## config.mk

```make
export PLATFORM = sky130hd
export DESIGN_NAME = gpc_ctrl_status
export DESIGN_NICKNAME = d
export VERILOG_FILES = /design/src/logic/gpc_sync.v /design/src/logic/gpc_ctrl_status.v
export VERILOG_INCLUDE_DIRS = /design/src /design/src/logic
export SDC_FILE = /design/constraint.sdc
export NUM_CORES = 1
export LEC_CHECK = 0
export ABC_AREA = 1
export ABC_CLOCK_PERIOD_IN_PS = 1900
export BUFFER_PORTS_ARGS = -buffer_cell sky130_fd_sc_hd__buf_2
export CAP_MARGIN = 20
export CORE_MARGIN = 10
export CORE_UTILIZATION = 52
export DETAILED_ROUTE_END_ITERATION = 8
export PLACE_DENSITY_LB_ADDON = 0.15
export SYNTH_ARGS = -nofsm -noshare
export SYNTH_HDL_FRONTEND = slang
export SYNTH_SLANG_ARGS = --single-unit
```

## constraint.sdc

```tcl
create_clock -name i_clk_sys -period 1.9 [get_ports i_clk_sys]
set_clock_uncertainty 0.2 [all_clocks]
set_input_delay 0.095 -clock i_clk_sys [delete_from_list [all_inputs] [get_ports i_clk_sys]]
set_output_delay 0.095 -clock i_clk_sys [all_outputs]
set_load 0.02 [all_outputs]
```

## src/logic/gpc_regs.vh

```
// register offsets, field positions and reset values of the gigabit control block
`ifndef GPC_REGS_VH
`define GPC_REGS_VH
`define GPC_IDX_GIG_CTRL      4'h9
`define GPC_IDX_GIG_STAT      4'ha
`define GPC_IDX_EXT_CTRL      4'hd
`define GPC_IDX_EXT_ADDR_DATA 4'he
`define GPC_ADDR_GIG_CTRL     12'h024
`define GPC_ADDR_GIG_STAT     12'h028
`define GPC_ADDR_EXT_CTRL     12'h034
`define GPC_ADDR_EXT_AD       12'h038
`define GPC_ADDR_CMD          12'h040
`define GPC_ADDR_IRQ_STAT     12'h044
`define GPC_ADDR_IRQ_MASK     12'h048
`define GPC_ADDR_PHY_STAT     12'h04c
`define GPC_CTRL_RST          16'h0200
`define GPC_TM_NORMAL         3'h0
`define GPC_TM_WAVEFORM       3'h1
`define GPC_TM_JIT_MASTER     3'h2
`define GPC_TM_JIT_SLAVE      3'h3
`define GPC_TM_DISTORT        3'h4
`define GPC_FN_ADDR           2'h0
`define GPC_FN_DATA           2'h1
`define GPC_FN_INC_RW         2'h2
`define GPC_FN_INC_WR         2'h3
`define GPC_TM_HI             15
`define GPC_TM_LO             13
`define GPC_MS_EN_BIT         12
`define GPC_MS_VAL_BIT        11
`define GPC_PORT_BIT          10
`define GPC_FD_BIT            9
`define GPC_HD_BIT            8
`define GPC_CNT_MAX           8'hff
`define GPC_IRQ_W             3
`endif

```

## src/logic/gpc_sync.v

```verilog
// three-stage synchroniser with agreement check for pin inputs
`timescale 1ns/1ps
module gpc_sync #(
	parameter W = 1
) (
	input  wire         i_clk_sys,
	input  wire         i_sys_rst,
	input  wire [W-1:0] i_async,
	output reg  [W-1:0] o_sync
);
	reg [W-1:0] s1_q;
	reg [W-1:0] s2_q;
	reg [W-1:0] s3_q;

	// first stage feeds only the second; output moves when stages two and three agree
	always @(posedge i_clk_sys) begin
		if (i_sys_rst) begin
			s1_q   <= {W{1'b0}};
			s2_q   <= {W{1'b0}};
			s3_q   <= {W{1'b0}};
			o_sync <= {W{1'b0}};
		end else begin
			s1_q <= i_async;
			s2_q <= s1_q;
			s3_q <= s2_q;
			o_sync <= (s2_q & s3_q) | (o_sync & (s2_q | s3_q));
		end
	end
endmodule // gpc_sync

```

## src/logic/gpc_ctrl_status.v

```verilog
// gigabit phy control/status registers and extended access control on apb
//
// Design decision made here: register access over APB.
`timescale 1ns/1ps
`include "gpc_regs.vh"

// Contract
// - test mode 000 normal, 001-100 tests
// - jitter tests clock transmit from receive pin
// - negotiation restart zeroes test mode field
// - role and duplex writes pend until trigger
// - manual mode: value 1 master, 0 slave
// - port type preference ignored when manual
// - separate duplex advertise bits, full resets one
// - config fault latches, clears on status read
// - resolved role reported read only
// - local and remote receiver ok bits
// - partner gigabit duplex abilities reported
// - idle errors count, clear on read, saturate
// - function 00 address, 01 data; device address
// - 10 increments on all, 11 writes only
// - address/data reaches address or data location
module gpc_ctrl_status (
	input  wire        i_clk_sys,
	input  wire        i_sys_rst,
	input  wire        i_psel,
	input  wire        i_penable,
	input  wire        i_pwrite,
	input  wire [11:0] i_paddr,
	input  wire [31:0] i_pwdata,
	output wire        o_pready,
	output reg  [31:0] o_prdata,
	output wire        o_pslverr,
	input  wire        i_ms_fault,
	input  wire        i_ms_resolved_master,
	input  wire        i_local_rx_ok,
	input  wire        i_remote_rx_ok,
	input  wire        i_lp_gig_fd,
	input  wire        i_lp_gig_hd,
	input  wire        i_idle_error,
	input  wire        i_copper_link_up,
	input  wire        i_power_down,
	input  wire        i_rx_clk_pin,
	input  wire        i_tx_clk_local,
	input  wire [4:0]  i_target_device_address,
	input  wire [15:0] i_ext_rdata,
	output reg  [2:0]  o_test_mode,
	output wire        o_tx_clk_sel_rx,
	output wire        o_tx_clk,
	output reg         o_ms_manual_en,
	output reg         o_ms_manual_master,
	output wire        o_want_master,
	output reg         o_adv_gig_fd,
	output reg         o_adv_gig_hd,
	output reg         o_soft_reset,
	output reg         o_an_restart,
	output reg         o_ext_wr,
	output reg         o_ext_rd,
	output reg         o_ext_is_addr,
	output reg  [15:0] o_ext_wdata,
	output reg  [15:0] o_ext_addr,
	output wire [4:0]  o_target_device_address,
	output wire        o_irq
);
	// pin-side status passes the synchroniser
	wire [7:0] st_s;
	gpc_sync #(.W(8)) u_sync (
		.i_clk_sys (i_clk_sys),
		.i_sys_rst (i_sys_rst),
		.i_async   ({i_ms_fault, i_ms_resolved_master, i_local_rx_ok, i_remote_rx_ok,
		             i_lp_gig_fd, i_lp_gig_hd, i_copper_link_up, i_power_down}),
		.o_sync    (st_s)
	);
	// synchronised status, one name per pin
	wire fault_s  = st_s[7];
	wire master_s = st_s[6];
	wire lrx_s    = st_s[5];
	wire rrx_s    = st_s[4];
	wire lp_fd_s  = st_s[3];
	wire lp_hd_s  = st_s[2];
	wire link_s   = st_s[1];
	wire pdown_s  = st_s[0];

	reg        idle_s1_q;
	reg        idle_s2_q;
	reg        idle_s3_q;
	reg        idle_lvl_q;
	reg        idle_d1_q;
	// idle error strobe arrives as a level pulse from the line side; each rising edge is one event
	always @(posedge i_clk_sys) begin
		if (i_sys_rst) begin
			idle_s1_q  <= 1'b0;
			idle_s2_q  <= 1'b0;
			idle_s3_q  <= 1'b0;
			idle_lvl_q <= 1'b0;
			idle_d1_q  <= 1'b0;
		end else begin
			idle_s1_q <= i_idle_error;
			idle_s2_q <= idle_s1_q;
			idle_s3_q <= idle_s2_q;
			if (idle_s2_q == idle_s3_q)
				idle_lvl_q <= idle_s3_q;
			idle_d1_q <= idle_lvl_q;
		end
	end
	wire idle_evt = idle_lvl_q & ~idle_d1_q;

	// apb decode; zero wait states
	wire acc    = i_psel & i_penable;
	wire wr     = acc & i_pwrite;
	wire rd     = acc & ~i_pwrite;
	function is_mapped;
		input [11:0] a;
		begin
			is_mapped = (a == `GPC_ADDR_GIG_CTRL) || (a == `GPC_ADDR_GIG_STAT) ||
			            (a == `GPC_ADDR_EXT_CTRL) || (a == `GPC_ADDR_EXT_AD) ||
			            (a == `GPC_ADDR_CMD) || (a == `GPC_ADDR_IRQ_STAT) ||
			            (a == `GPC_ADDR_IRQ_MASK) || (a == `GPC_ADDR_PHY_STAT);
		end
	endfunction
	assign o_pready  = 1'b1;
	assign o_pslverr = acc & ~is_mapped(i_paddr);

	wire wr_ctrl = wr & (i_paddr == `GPC_ADDR_GIG_CTRL);
	wire rd_stat = rd & (i_paddr == `GPC_ADDR_GIG_STAT);
	wire wr_ext  = wr & (i_paddr == `GPC_ADDR_EXT_CTRL);
	wire acc_ad  = acc & (i_paddr == `GPC_ADDR_EXT_AD);
	wire wr_cmd  = wr & (i_paddr == `GPC_ADDR_CMD);
	wire wr_isc  = wr & (i_paddr == `GPC_ADDR_IRQ_STAT);
	wire wr_msk  = wr & (i_paddr == `GPC_ADDR_IRQ_MASK);

	// command word: bit0 soft reset, bit1 negotiation restart
	wire cmd_srst = wr_cmd & i_pwdata[0];
	wire cmd_anr  = wr_cmd & i_pwdata[1];

	// power-down exit while link is down also applies pending bits
	reg  pdown_d1_q;
	always @(posedge i_clk_sys) begin
		if (i_sys_rst)
			pdown_d1_q <= 1'b0;
		else
			pdown_d1_q <= pdown_s;
	end
	wire pd_exit = pdown_d1_q & ~pdown_s & ~link_s;
	wire apply   = cmd_srst | cmd_anr | pd_exit;

	// control register: shadow holds pending writes, live fields drive the core
	reg [15:0] ctrl_q;
	always @(posedge i_clk_sys) begin
		if (i_sys_rst) begin
			ctrl_q             <= `GPC_CTRL_RST;
			o_test_mode        <= `GPC_TM_NORMAL;
			o_ms_manual_en     <= 1'b0;
			o_ms_manual_master <= 1'b0;
			o_adv_gig_fd       <= 1'b1;
			o_adv_gig_hd       <= 1'b0;
		end else begin
			if (wr_ctrl) begin
				ctrl_q      <= i_pwdata[15:0];
				o_test_mode <= i_pwdata[`GPC_TM_HI:`GPC_TM_LO];
			end
			if (cmd_anr) begin
				ctrl_q[`GPC_TM_HI:`GPC_TM_LO] <= `GPC_TM_NORMAL;
				o_test_mode                   <= `GPC_TM_NORMAL;
			end
			// pending role and duplex bits become live only here
			if (apply) begin
				o_ms_manual_en     <= ctrl_q[`GPC_MS_EN_BIT];
				o_ms_manual_master <= ctrl_q[`GPC_MS_VAL_BIT];
				o_adv_gig_fd       <= ctrl_q[`GPC_FD_BIT];
				o_adv_gig_hd       <= ctrl_q[`GPC_HD_BIT];
			end
		end
	end
	// applied port type kept apart from the shadow so reads show the written value
	reg port_live_q;
	always @(posedge i_clk_sys) begin
		if (i_sys_rst)
			port_live_q <= 1'b0;
		else if (apply)
			port_live_q <= ctrl_q[`GPC_PORT_BIT];
	end
	// preference ignored under manual configuration
	assign o_want_master = o_ms_manual_en ? o_ms_manual_master : port_live_q;

	// jitter tests clock transmit from the receive pin; a glitch-free mux is the core's job
	assign o_tx_clk_sel_rx = (o_test_mode == `GPC_TM_JIT_MASTER) ||
	                         (o_test_mode == `GPC_TM_JIT_SLAVE);
	assign o_tx_clk = o_tx_clk_sel_rx ? i_rx_clk_pin : i_tx_clk_local;

	// command pulses to the core, one cycle each
	always @(posedge i_clk_sys) begin
		if (i_sys_rst) begin
			o_soft_reset <= 1'b0;
			o_an_restart <= 1'b0;
		end else begin
			o_soft_reset <= cmd_srst;
			o_an_restart <= cmd_anr;
		end
	end

	// fault latch and saturating idle counter; set beats read clear
	reg       fault_q;
	reg [7:0] idle_cnt_q;
	always @(posedge i_clk_sys) begin
		if (i_sys_rst) begin
			fault_q    <= 1'b0;
			idle_cnt_q <= 8'h00;
		end else begin
			if (fault_s)
				fault_q <= 1'b1;
			else if (rd_stat)
				fault_q <= 1'b0;
			if (rd_stat)
				idle_cnt_q <= idle_evt ? 8'h01 : 8'h00;
			else if (idle_evt && idle_cnt_q != `GPC_CNT_MAX)
				idle_cnt_q <= idle_cnt_q + 8'h01;
		end
	end
	wire [15:0] stat_w = {fault_q, master_s, lrx_s, rrx_s, lp_fd_s, lp_hd_s,
	                      2'b00, idle_cnt_q};

	// extended access control and address/data port
	reg [1:0] func_q;
	assign o_target_device_address = i_target_device_address;
	always @(posedge i_clk_sys) begin
		if (i_sys_rst)
			func_q <= `GPC_FN_ADDR;
		else if (wr_ext)
			func_q <= i_pwdata[15:14];
	end
	wire ad_addr = (func_q == `GPC_FN_ADDR);
	// increment policy depends on function and direction
	wire ad_inc  = (func_q == `GPC_FN_INC_RW) ||
	               ((func_q == `GPC_FN_INC_WR) && i_pwrite);
	always @(posedge i_clk_sys) begin
		if (i_sys_rst) begin
			o_ext_addr    <= 16'h0000;
			o_ext_wr      <= 1'b0;
			o_ext_rd      <= 1'b0;
			o_ext_is_addr <= 1'b0;
			o_ext_wdata   <= 16'h0000;
		end else begin
			o_ext_wr      <= acc_ad & i_pwrite & ~ad_addr;
			o_ext_rd      <= acc_ad & ~i_pwrite & ~ad_addr;
			o_ext_is_addr <= acc_ad & i_pwrite & ad_addr;
			if (acc_ad & i_pwrite)
				o_ext_wdata <= i_pwdata[15:0];
			if (acc_ad & i_pwrite & ad_addr)
				o_ext_addr <= i_pwdata[15:0];
			else if (acc_ad & ~ad_addr & ad_inc)
				o_ext_addr <= o_ext_addr + 16'h0001;
		end
	end

	// interrupts: fault, idle error, receiver loss
	wire [`GPC_IRQ_W-1:0] irq_st;
	reg  [`GPC_IRQ_W-1:0] irq_mk_q;
	reg                   lrx_d_q;
	wire [`GPC_IRQ_W-1:0] irq_ev = {lrx_d_q & ~lrx_s, idle_evt, fault_s};

	// mask register and the receiver-ok history for its falling edge
	always @(posedge i_clk_sys) begin
		if (i_sys_rst) begin
			irq_mk_q <= {`GPC_IRQ_W{1'b0}};
			lrx_d_q  <= 1'b0;
		end else begin
			lrx_d_q <= lrx_s;
			if (wr_msk)
				irq_mk_q <= i_pwdata[`GPC_IRQ_W-1:0];
		end
	end

	// one sticky bit per event; write one clears, an event in the same cycle wins
	genvar gi;
	generate
		for (gi = 0; gi < `GPC_IRQ_W; gi = gi + 1) begin : g_irq
			reg sticky_q;
			always @(posedge i_clk_sys) begin
				if (i_sys_rst)
					sticky_q <= 1'b0;
				else if (irq_ev[gi])
					sticky_q <= 1'b1;
				else if (wr_isc && i_pwdata[gi])
					sticky_q <= 1'b0;
			end
			assign irq_st[gi] = sticky_q;
		end
	endgenerate

	// level output while any unmasked bit stands
	assign o_irq = |(irq_st & irq_mk_q);

	// read mux, combinational data during the access phase
	always @* begin
		o_prdata = 32'h0000_0000;
		if (rd) begin
			case (i_paddr)
				`GPC_ADDR_GIG_CTRL: o_prdata = {16'h0000, ctrl_q};
				`GPC_ADDR_GIG_STAT: o_prdata = {16'h0000, stat_w};
				`GPC_ADDR_EXT_CTRL: o_prdata = {16'h0000, func_q, 9'h000,
				                                i_target_device_address};
				`GPC_ADDR_EXT_AD:   o_prdata = {16'h0000, ad_addr ? o_ext_addr : i_ext_rdata};
				`GPC_ADDR_IRQ_STAT: o_prdata = {29'h0000_0000, irq_st};
				`GPC_ADDR_IRQ_MASK: o_prdata = {29'h0000_0000, irq_mk_q};
				`GPC_ADDR_PHY_STAT: o_prdata = {30'h0000_0000, link_s, pdown_s};
				default:            o_prdata = 32'h0000_0000;
			endcase
		end
	end
endmodule // gpc_ctrl_status

```

; ---- Word-level counts from Yosys, hierarchy flattened
; Cells that the tools add are included.
[word_totals]
out_inout_bits = 87
input_bits = 81
wordCells = 127
regBits = 114
[classes]
add_sub_neg = 2
reduce_logical = 23
eq_ne = 14
bitwise = 38
n_mux = 18
[op_table]
columns = cell, n
row1 = case mux 16 bit (7 select lines), 1
row2 = 2-to-1 mux 16 bit, 4
row3 = equality test 12 x 6 -> 1 bit (second input constant), 4
row4 = equality test 12 x 7 -> 1 bit (second input constant), 4
row5 = bitwise AND 1 bit, 24
row6 = adder 16 x 1 -> 16 bit (second input constant), 1
row7 = bitwise AND 8 bit, 2
row8 = 2-to-1 mux 8 bit, 2
row9 = bitwise OR 8 bit, 2
row10 = nonzero test 2 bit, 6
row11 = 2-to-1 mux 1 bit, 11
row12 = logical OR 1 bit, 9
row13 = adder 8 x 1 -> 8 bit (second input constant), 1
row14 = != test 8 bit (second input constant), 1
row15 = inverter 1 bit, 7
row16 = equality test 3 x 2 -> 1 bit (second input constant), 2
row17 = logical AND 1 bit, 5
row18 = equality test 2 bit (second input constant), 2
row19 = bitwise AND 3 bit, 1
row20 = OR reduction 3 bit, 1
row21 = zero test 2 bit, 1
row22 = bitwise OR 1 bit, 2
row23 = OR reduction 2 bit, 1
row24 = equality test 1 bit, 1

; ---- Depth between registers and ports, before layout
; Gate-level depths: netlist of run 1.
[logic_depth]
word_depth = 10
mapped_depth = 10

; ---- By module
; A second synthesis of run 1 with hierarchy kept.
[hier_totals]
cells_unflattened = 862
hier_area_um2 = 5806.8
[by_module_without_submodules]
columns = module, area_per_inst_um2, instances, cells_each, seq_area_each_um2
row1 = gpc_ctrl_status, 4835.9, 1, 754, 1641.6
row2 = gpc_sync, 970.9, 1, 108, 640.6

; ---- Worst setup path before layout of run 1
; OpenSTA, ideal clock, no wires.
[synth_path]
path_type = register to register
start = register o_ext_addr[1]
end = register o_ext_addr[8]
stages_incl_launch_ff = 10
arrival_ps = 1464
slack_ps = 126
path_buffers = 0
setup_ps = 110
cell_sequence = dfxtp_1 ha_1 nand2_1 nor2_1 nand2_1 xor2_1 nand3_1 nand3_1 nand2_1 inv_1
[synth_between]
elab_chain_len = 3
[synth_rtl]
columns = element, line_no
row1 = from (decl), gpc_ctrl_status.v:61  ; output reg [15:0] o_ext_addr,
row2 = from (signal assigned), gpc_ctrl_status.v:250  ; o_ext_addr <= i_pwdata[15:0];
row3 = from (signal assigned), gpc_ctrl_status.v:252  ; o_ext_addr <= o_ext_addr + 16'h0001;
row4 = adder 16 x 1 -> 16 bit, gpc_ctrl_status.v:252
row5 = 2-to-1 mux 16 bit, gpc_ctrl_status.v:251  ; else if (acc_ad & ~ad_addr & ad_inc)
row6 = 2-to-1 mux 16 bit, gpc_ctrl_status.v:249  ; if (acc_ad & i_pwrite & ad_addr)
; No other way between the ends. The select of a mux whose other input is x is not followed.
; A chain may end at the register's enable or synchronous reset.

; ---- Worst setup path in the final report of run 1
[layout_path]
start = register func_q[1]
end = output port o_prdata[1]
[layout_between]
elab_chain_len = 4
[layout_rtl]
columns = element, line_no
row1 = from (decl), gpc_ctrl_status.v:224  ; reg [1:0] func_q;
row2 = from (signal assigned), gpc_ctrl_status.v:228  ; func_q <= `GPC_FN_ADDR;
row3 = from (signal assigned), gpc_ctrl_status.v:230  ; func_q <= i_pwdata[15:14];
row4 = zero test 2 bit (no line), n/a
row5 = 2-to-1 mux 16 bit, gpc_ctrl_status.v:303  ; `GPC_ADDR_EXT_AD: o_prdata = {16'h0000, ad_addr ? o_ext_addr : i_ext_rdata};
row6 = case mux 16 bit (7 select lines), gpc_ctrl_status.v:298  ; case (i_paddr)
row7 = 2-to-1 mux 16 bit, gpc_ctrl_status.v:297  ; if (rd) begin
row8 = to (decl), gpc_ctrl_status.v:32  ; output reg [31:0] o_prdata,
; No other way between the ends.

==> metrics, run 1 <==
global-route wire length before repair 30100 um; clock latency reported for the late side of the worst-skew pair 0.53 ns; FP Rows 38; startpoint of the lowest-slack hold path i_paddr[1]; hold worst-path end o_soft_reset; overall die height 125 um; leakage power total 3.79 nW; Initial Util 0.529; async set-reset flop share out of synthesis 0; depth of the most critical reg-to-reg path 8; min cycle time layout 2.21 ns; number of synthesized register bits 114; number of nets in the final layout 1128; Fmax achieved 0.453 GHz; routed vias/inst 5.21; slew of the pin with the lowest slew margin 0.503 ns; hold slack final 0.0104 ns; area share of the largest cell type after synthesis 0.400; setup TNS after final layout -3.84 ns; antenna cells 0; routability congestion estimate 0.878; post-synth design cell area 0.00571 mm2; vias in the first global route 5919; Setup Crit Path Kind flop to output port; biggest area contributors in the synthesized netlist dfxtp_1 40%, nand2_1 10%, nor2_1 8.7%, inv_1 7.3%, a21oi_1 5.9%; result of the run complete, but fails checks; cell repeated most along the worst path nand2_1; total of fill cells in the finished design 838; number of antenna-violating nets in the routed design 0; count of warnings emitted by yosys 0; arrival time of the worst setup path 1.91 ns; worst min path class primary input to flop; TritonCTS clock tree done; headroom to the max-slew limit 0.665; required time worst endpoint 1.60 ns; Post-synth top flop dfxtp_1; number of remaining DRC errors 0; wire per inst 16.6 um; MaxCap Viol Count 0; violated checks negative setup slack; count of buffer and inverter cells on the critical path 3; Initial DRT Pass Iterations 5; FF-to-FF Start o_ext_addr[0]; Post-Place Cells 1107; peak supply drop 0.681 mV; synthesized instance count 832; number of clock sinks seen by CTS 114; Final Setup Violations 16; syn_area_per_cell 6.86 um2; number of antenna violations at the first check in global routing 0; total global-route track usage 0.234; setup repair after global routing missed its margin yes; total via count in the routed design 6240; series of cell instances along the critical path nor2_4, inv_4, buf_4, nand2_1, nand2_1, nand2_1, o21ai_1, nor2_1, a21oi_1, buf_4; critical register-to-register path endpoint o_ext_addr[15]; Core Box Area 0.0108 mm2; total half-perimeter wirelength after legalization and detailed placement 13200 um; top cell type by total area after synthesis dfxtp_1; count of buffers inserted at the top-level ports 134; Netlist cell types 37; TritonCTS Buffers 17; total count of max-transition violations in the final report 0; width of the die 125 um; final critical-path setup slack -0.309 ns; peak per-stage delay on the critical path 0.33 ns; sort of element at the end of the critical path output port; global route total overflow 0; number of non-filler instances in the completed layout 1197; category of the worst setup path launch point flop; CTS max path bufs 2; clock transition at the register clock pins on the worst setup and hold paths after CTS 0.06 ns; number of I/O pins 168; crit-path max FO 7; slowest stage cell on the critical path dfxtp_2; clock root buffer master clkbuf_8; family with the most delay on the worst path simple AND/OR/NAND/NOR gates; Cell Pwr Density 755 mW/mm2; fraction of the cycle the final worst path needs 1.16; slack of the worst reg-to-reg path 0.08 ns; Die Outline Area 0.0156 mm2; worst hold path stage count 7; share of layout cells above drive strength 1 0.269; number of violations reported at the end of detailed-routing iteration 0 492; EDFF count, synth 0; sequential area share after synthesis 0.400; wirelength, routed 19800 um; final number of hold-violating endpoints 0; Finished Core Util 0.741; area added between synthesis and finish 40.2%; maximum number of pins on one net before global-route repair 48; CTS H-tree lvls 4
[cells by family (layout without fill, tap and decap cells)]
group,after synthesis,in the layout,share of synthesized area
AOI/OAI and AO/OA,144,144,0.134
xor gates and xnor gates,9,9,0.0138
adders and majority gates,2,2,0.00438
and+or+nand+nor,392,393,0.314
muxes,1,1,0.00197
DFF,114,114,0.400
buffers and inverters,168,377,0.131
other,2,17,0.00132
[worst register-to-register path: cells and delay by family (launching register included)]
kind                   cells  cell delay [ns]
AND/OR/NAND/NOR            6             0.84
flip-flops                 1             0.40
AO/OA/AOI/OAI              1             0.18
buffers and inverters      1             0.13
[synth_stat cells, types with 2 or more instances]
cell type / instances
nand2_2: 6
nor2_2: 2
inv_2: 7
buf_4: 26
buf_2: 10
a21oi_1: 67
nor2_4: 6
clkbuf_1: 9
conb_1: 2
inv_1: 111
buf_1: 3
nand3_2: 2
nor3_1: 17
a211oi_1: 5
nand3_1: 52
nand3b_1: 3
nand4_1: 8
dfxtp_1: 114
nand4_2: 2
nand2_4: 2
ha_1: 2
nor4_1: 2
o21ai_0: 58
nor2_1: 133
xor2_1: 9
o211ai_1: 3
nor2_8: 2
o22ai_1: 8
nand2_1: 152
nand4_4: 2
[layout by cell type (no fill, tap or decap), types with 9 or more instances in the layout]
cell,n
nand2_1,146
nor2_1,125
buf_2,117
dfxtp_1,111
inv_1,109
a21oi_1,60
buf_4,56
nand3_1,52
o21ai_0,45
dlygate4sd3_1,44
conb_1,17
nor3_1,16
clkbuf_16,16
nand2_2,12
nor2_4,11
xor2_1,9
[sequential cells by signal, summed over array words and instances (netlist names), 2 cells and up]
name / flops
g_irq.sticky_q: 3
u_sync.o_sync: 8
u_sync.s2_q: 8
u_sync.s1_q: 8
o_ext_wdata: 16
idle_cnt_q: 8
o_ext_addr: 16
ctrl_q: 16
u_sync.s3_q: 8
func_q: 2
irq_mk_q: 3
[worst max path at each step]
stage | from | to | slack, ns | cells past startpoint
floorplan | o_ext_addr[1] | o_ext_addr[8] | 0.13 | 9
global placement | i_paddr[11] | o_prdata[7] | 0.05 | 12
detailed placement | i_paddr[11] | o_prdata[7] | 0.05 | 12
CTS | func_q[0] | o_prdata[2] | -0.28 | 10
global route | func_q[1] | o_prdata[1] | -0.40 | 10
finish | func_q[1] | o_prdata[1] | -0.31 | 10
[layout make-up]
type / count / area [um2] / share of cell area
tap: 140 / 175 / 0.0219
clock inverter: 14 / 179 / 0.0224
timing repair buffer: 227 / 1600 / 0.200
sequential: 114 / 2290 / 0.286
clock buffer: 17 / 414 / 0.0518
multi-input combinational: 566 / 2890 / 0.361
inverter: 119 / 454 / 0.0568
[what timing repair did]
| item | 4_1_cts | 5_1_grt |
|---|---|---|
| hold endpoints to repair | 102 | 0 |
| setup buffers | 4 | 8 |
| cloned | 2 | 1 |
| pin swaps | 14 | 19 |
| resized for setup | 45 | 37 |
| hold buffers | 44 | 0 |
| endpoints found under the setup margin | 17 | 34 |
[routing by layer]
metal  vias up  share of wire  global-route usage
met1      2883           0.42               0.293
li1       3050              -                   -
met3        33          0.087              0.0643
met5         -              0                   0
met4         0          0.021              0.0781
met2       274           0.48               0.379
[where the power goes]
part | switching, W | internal (W) | total, W
Clock | 0.00123 | 0.00201 | 0.00323
Sequential | 0.0000100 | 0.00242 | 0.00243
Combinational | 0.000222 | 0.000158 | 0.000380
[metrics by stage]
| step | power (W) | setup WS (ns) | cell area [um2] |
|---|---|---|---|
| floorplan | 0.00265 | 0.126 | 5760 |
| global placement | 0.00276 | 0.0539 | 6610 |
| detailed placement | 0.00276 | 0.0499 | 6610 |
| CTS | 0.00601 | -0.280 | 7790 |
| global route | 0.00618 | -0.400 | 8000 |
| finish | 0.00604 | -0.309 | 8000 |
(Power assumes the default switching activity.)
==> run 2: changes to the inputs <==
--- a/config.mk
+++ b/config.mk
@@ -16,4 +16,5 @@
 export PLACE_DENSITY_LB_ADDON = 0.15
 export SYNTH_ARGS = -nofsm -noshare
 export SYNTH_HDL_FRONTEND = slang
+export SYNTH_HIERARCHICAL = 1
 export SYNTH_SLANG_ARGS = --single-unit
==> run 2 against run 1 <==
The run ends with negative hold slack, negative setup slack left. Power decreased by 5.6%. Register-to-register slack improved by 0.04 ns. Clock power decreased by 10%.
==> metrics, run 2 <==
result of the run complete, but fails checks; violated checks negative hold slack, negative setup slack; leakage power total 3.81 nW; global-route wire length before repair 29700 um; number of I/O pins 168; peak supply drop 0.632 mV; routability congestion estimate 0.926; commonest cells after routing, fill and taps aside 173 x nand2_1, 139 x nor2_1, 118 x buf_2; syn_area_per_cell 6.74 um2; post-synth design cell area 0.00581 mm2; setup repair after global routing missed its margin yes; wire per inst 15.4 um; number of antenna violations at the first check in global routing 0; slowest stage cell on the critical path dfxtp_2; CTS H-tree lvls 4; headroom to the max-slew limit 0.645; number of clock sinks seen by CTS 114; hold slack final -0.0206 ns; area of the multi-input gates 0.00295 mm2; min cycle time layout 2.27 ns; total count of max-transition violations in the final report 0; synthesized instance count 862; Initial Util 0.533; final number of hold-violating endpoints 1; sequential area share after synthesis 0.393; clock root buffer master clkbuf_8; fraction of the cycle the final worst path needs 1.19; maximum number of pins on one net before global-route repair 33; CTS max path bufs 2; total via count in the routed design 6289; count of buffers inserted at the top-level ports 134; worst min path class primary input to flop; top cell type by total area after synthesis dfxtp_1; width of the die 126 um; required time worst endpoint 1.60 ns; async set-reset flop share out of synthesis 0; slew of the pin with the lowest slew margin 0.532 ns; Initial DRT Pass Iterations 5; top cells by count, synth 182 x nand2_1, 147 x nor2_1, 114 x dfxtp_1, 101 x inv_1, 75 x o21ai_0; setup TNS after final layout -4.51 ns; sequential standard cell area 0.00229 mm2; total global-route track usage 0.229; Die Outline Area 0.0158 mm2; Fmax achieved 0.441 GHz; final critical-path setup slack -0.368 ns; number of synthesized register bits 114; number of remaining DRC errors 0; Core Box Area 0.0109 mm2; vias in the first global route 6087; Cell Pwr Density 705 mW/mm2; EDFF count, synth 0; peak per-stage delay on the critical path 0.33 ns; Netlist cell types 36; global route total overflow 0; TritonCTS Buffers 17; crit-path max FO 7; number of nets in the final layout 1169; total of fill cells in the finished design 892; total half-perimeter wirelength after legalization and detailed placement 13600 um; area share of the largest cell type after synthesis 0.393; number of antenna-violating nets in the routed design 0; MaxCap Viol Count 0; count of warnings emitted by yosys 6; routed vias/inst 5.08; series of cell instances along the critical path nor2_4, inv_4, buf_6, nand2_1, o21ai_1, nand2_1, o21ai_0, a21oi_1, nor2_2, buf_6; family with the most delay on the worst path simple AND/OR/NAND/NOR gates; most instantiated library cell after synthesis nand2_1; number of non-filler instances in the completed layout 1239; arrival time of the worst setup path 1.97 ns; category of the worst setup path launch point flop; most frequent standard cell in the layout excluding fill and tap cells nand2_1; FP Rows 38; Post-synth top flop dfxtp_1; Setup Crit Path Kind flop to output port; biggest area contributors in the synthesized netlist dfxtp_1 39%, nand2_1 12%, nor2_1 9.5%, inv_1 6.5%, o21ai_0 6.5%; area added between synthesis and finish 39.2%; Final Setup Violations 16; clock latency reported for the late side of the worst-skew pair 0.53 ns; wirelength, routed 19100 um; share of layout cells above drive strength 1 0.274; biggest regs ctrl_q x16, o_ext_addr x16, o_ext_wdata x16; number of violations reported at the end of detailed-routing iteration 0 621; Post-Place Cells 1145; clock transition at the register clock pins on the worst setup and hold paths after CTS 0.06 ns; sort of element at the end of the critical path output port; overall die height 126 um; TritonCTS clock tree done; count of buffer and inverter cells on the critical path 3; antenna cells 0
[run 2: kinds of logic (layout without fill, tap and decap cells)]
kind of cell / Yosys count / after routing / synth area share
simple gates: 423 / 423 / 0.322
buf+inv: 161 / 383 / 0.133
compound gates: 152 / 152 / 0.134
flops: 114 / 114 / 0.393
xor+xnor: 7 / 7 / 0.0106
fa+ha+maj: 2 / 2 / 0.00431
other cells: 2 / 17 / 0.00129
mux: 1 / 1 / 0.00194
[run 2: timing repair]
item                                    CTS  global route
endpoints found under the setup margin   17            37
pin swaps                                24             9
cloned                                    2             0
setup buffers                             8             7
hold endpoints to repair                 95             1
hold buffers                             44             2
resized for setup                        71            27
[run 2: layout make-up]
class                      instances  area share
clock buffer                      20      0.0526
timing repair buffer             240       0.210
clock inverter                    12      0.0138
timing repair inverter             1    0.000929
multi-input combinational        602       0.365
tap                              140      0.0217
sequential                       114       0.284
inverter                         110      0.0525
[run 2: worst min-delay path, delay by kind of cell]
| kind | cells | cell delay [ns] |
|---|---|---|
| and+or+nand+nor | 7 | 0.49 |
| buffers and inverters | 1 | 0.07 |
[run 2: worst paths after layout]
| path | from | end | slack, ns | depth (start not counted) |
|---|---|---|---|---|
| worst max-delay path | func_q[0] | o_prdata[10] | -0.37 | 10 |
| worst min-delay path | i_paddr[11] | o_an_restart | -0.02 | 8 |
| worst max register to register | idle_cnt_q[1] | idle_cnt_q[7] | 0.12 | 10 |
| worst min register to register | u_sync/s1_q[1] | u_sync/s2_q[1] | 0.20 | 2 |
[run 2: per-layer routing]
| layer | vias up | track usage | part of all wire |
|---|---|---|---|
| li1 | 3142 | - | - |
| met1 | 2843 | 0.276 | 0.42 |
| met2 | 273 | 0.381 | 0.47 |
| met3 | 31 | 0.0818 | 0.095 |
| met4 | 0 | 0.0583 | 0.015 |
| met5 | - | 0 | 0 |
[run 2: power by group]
group          internal, W  leakage [nW]  switching [W]
clock              0.00173         0.244        0.00117
combinational     0.000153          2.64       0.000218
sequential         0.00241         0.927      0.0000104
[run 2: through the flow]
step	worst slack [ns]	total power [W]	cell area (um2)	utilization
2_1_floorplan	0.131	0.00266	5860	-
3_3_place_gp	0.0655	0.00276	6710	0.616
4_1_cts	-0.391	0.00569	7940	0.729
5_1_grt	-0.473	0.00585	8090	0.743
3_5_place_dp	0.0551	0.00277	6710	0.616
6_report	-0.368	0.00570	8090	0.743
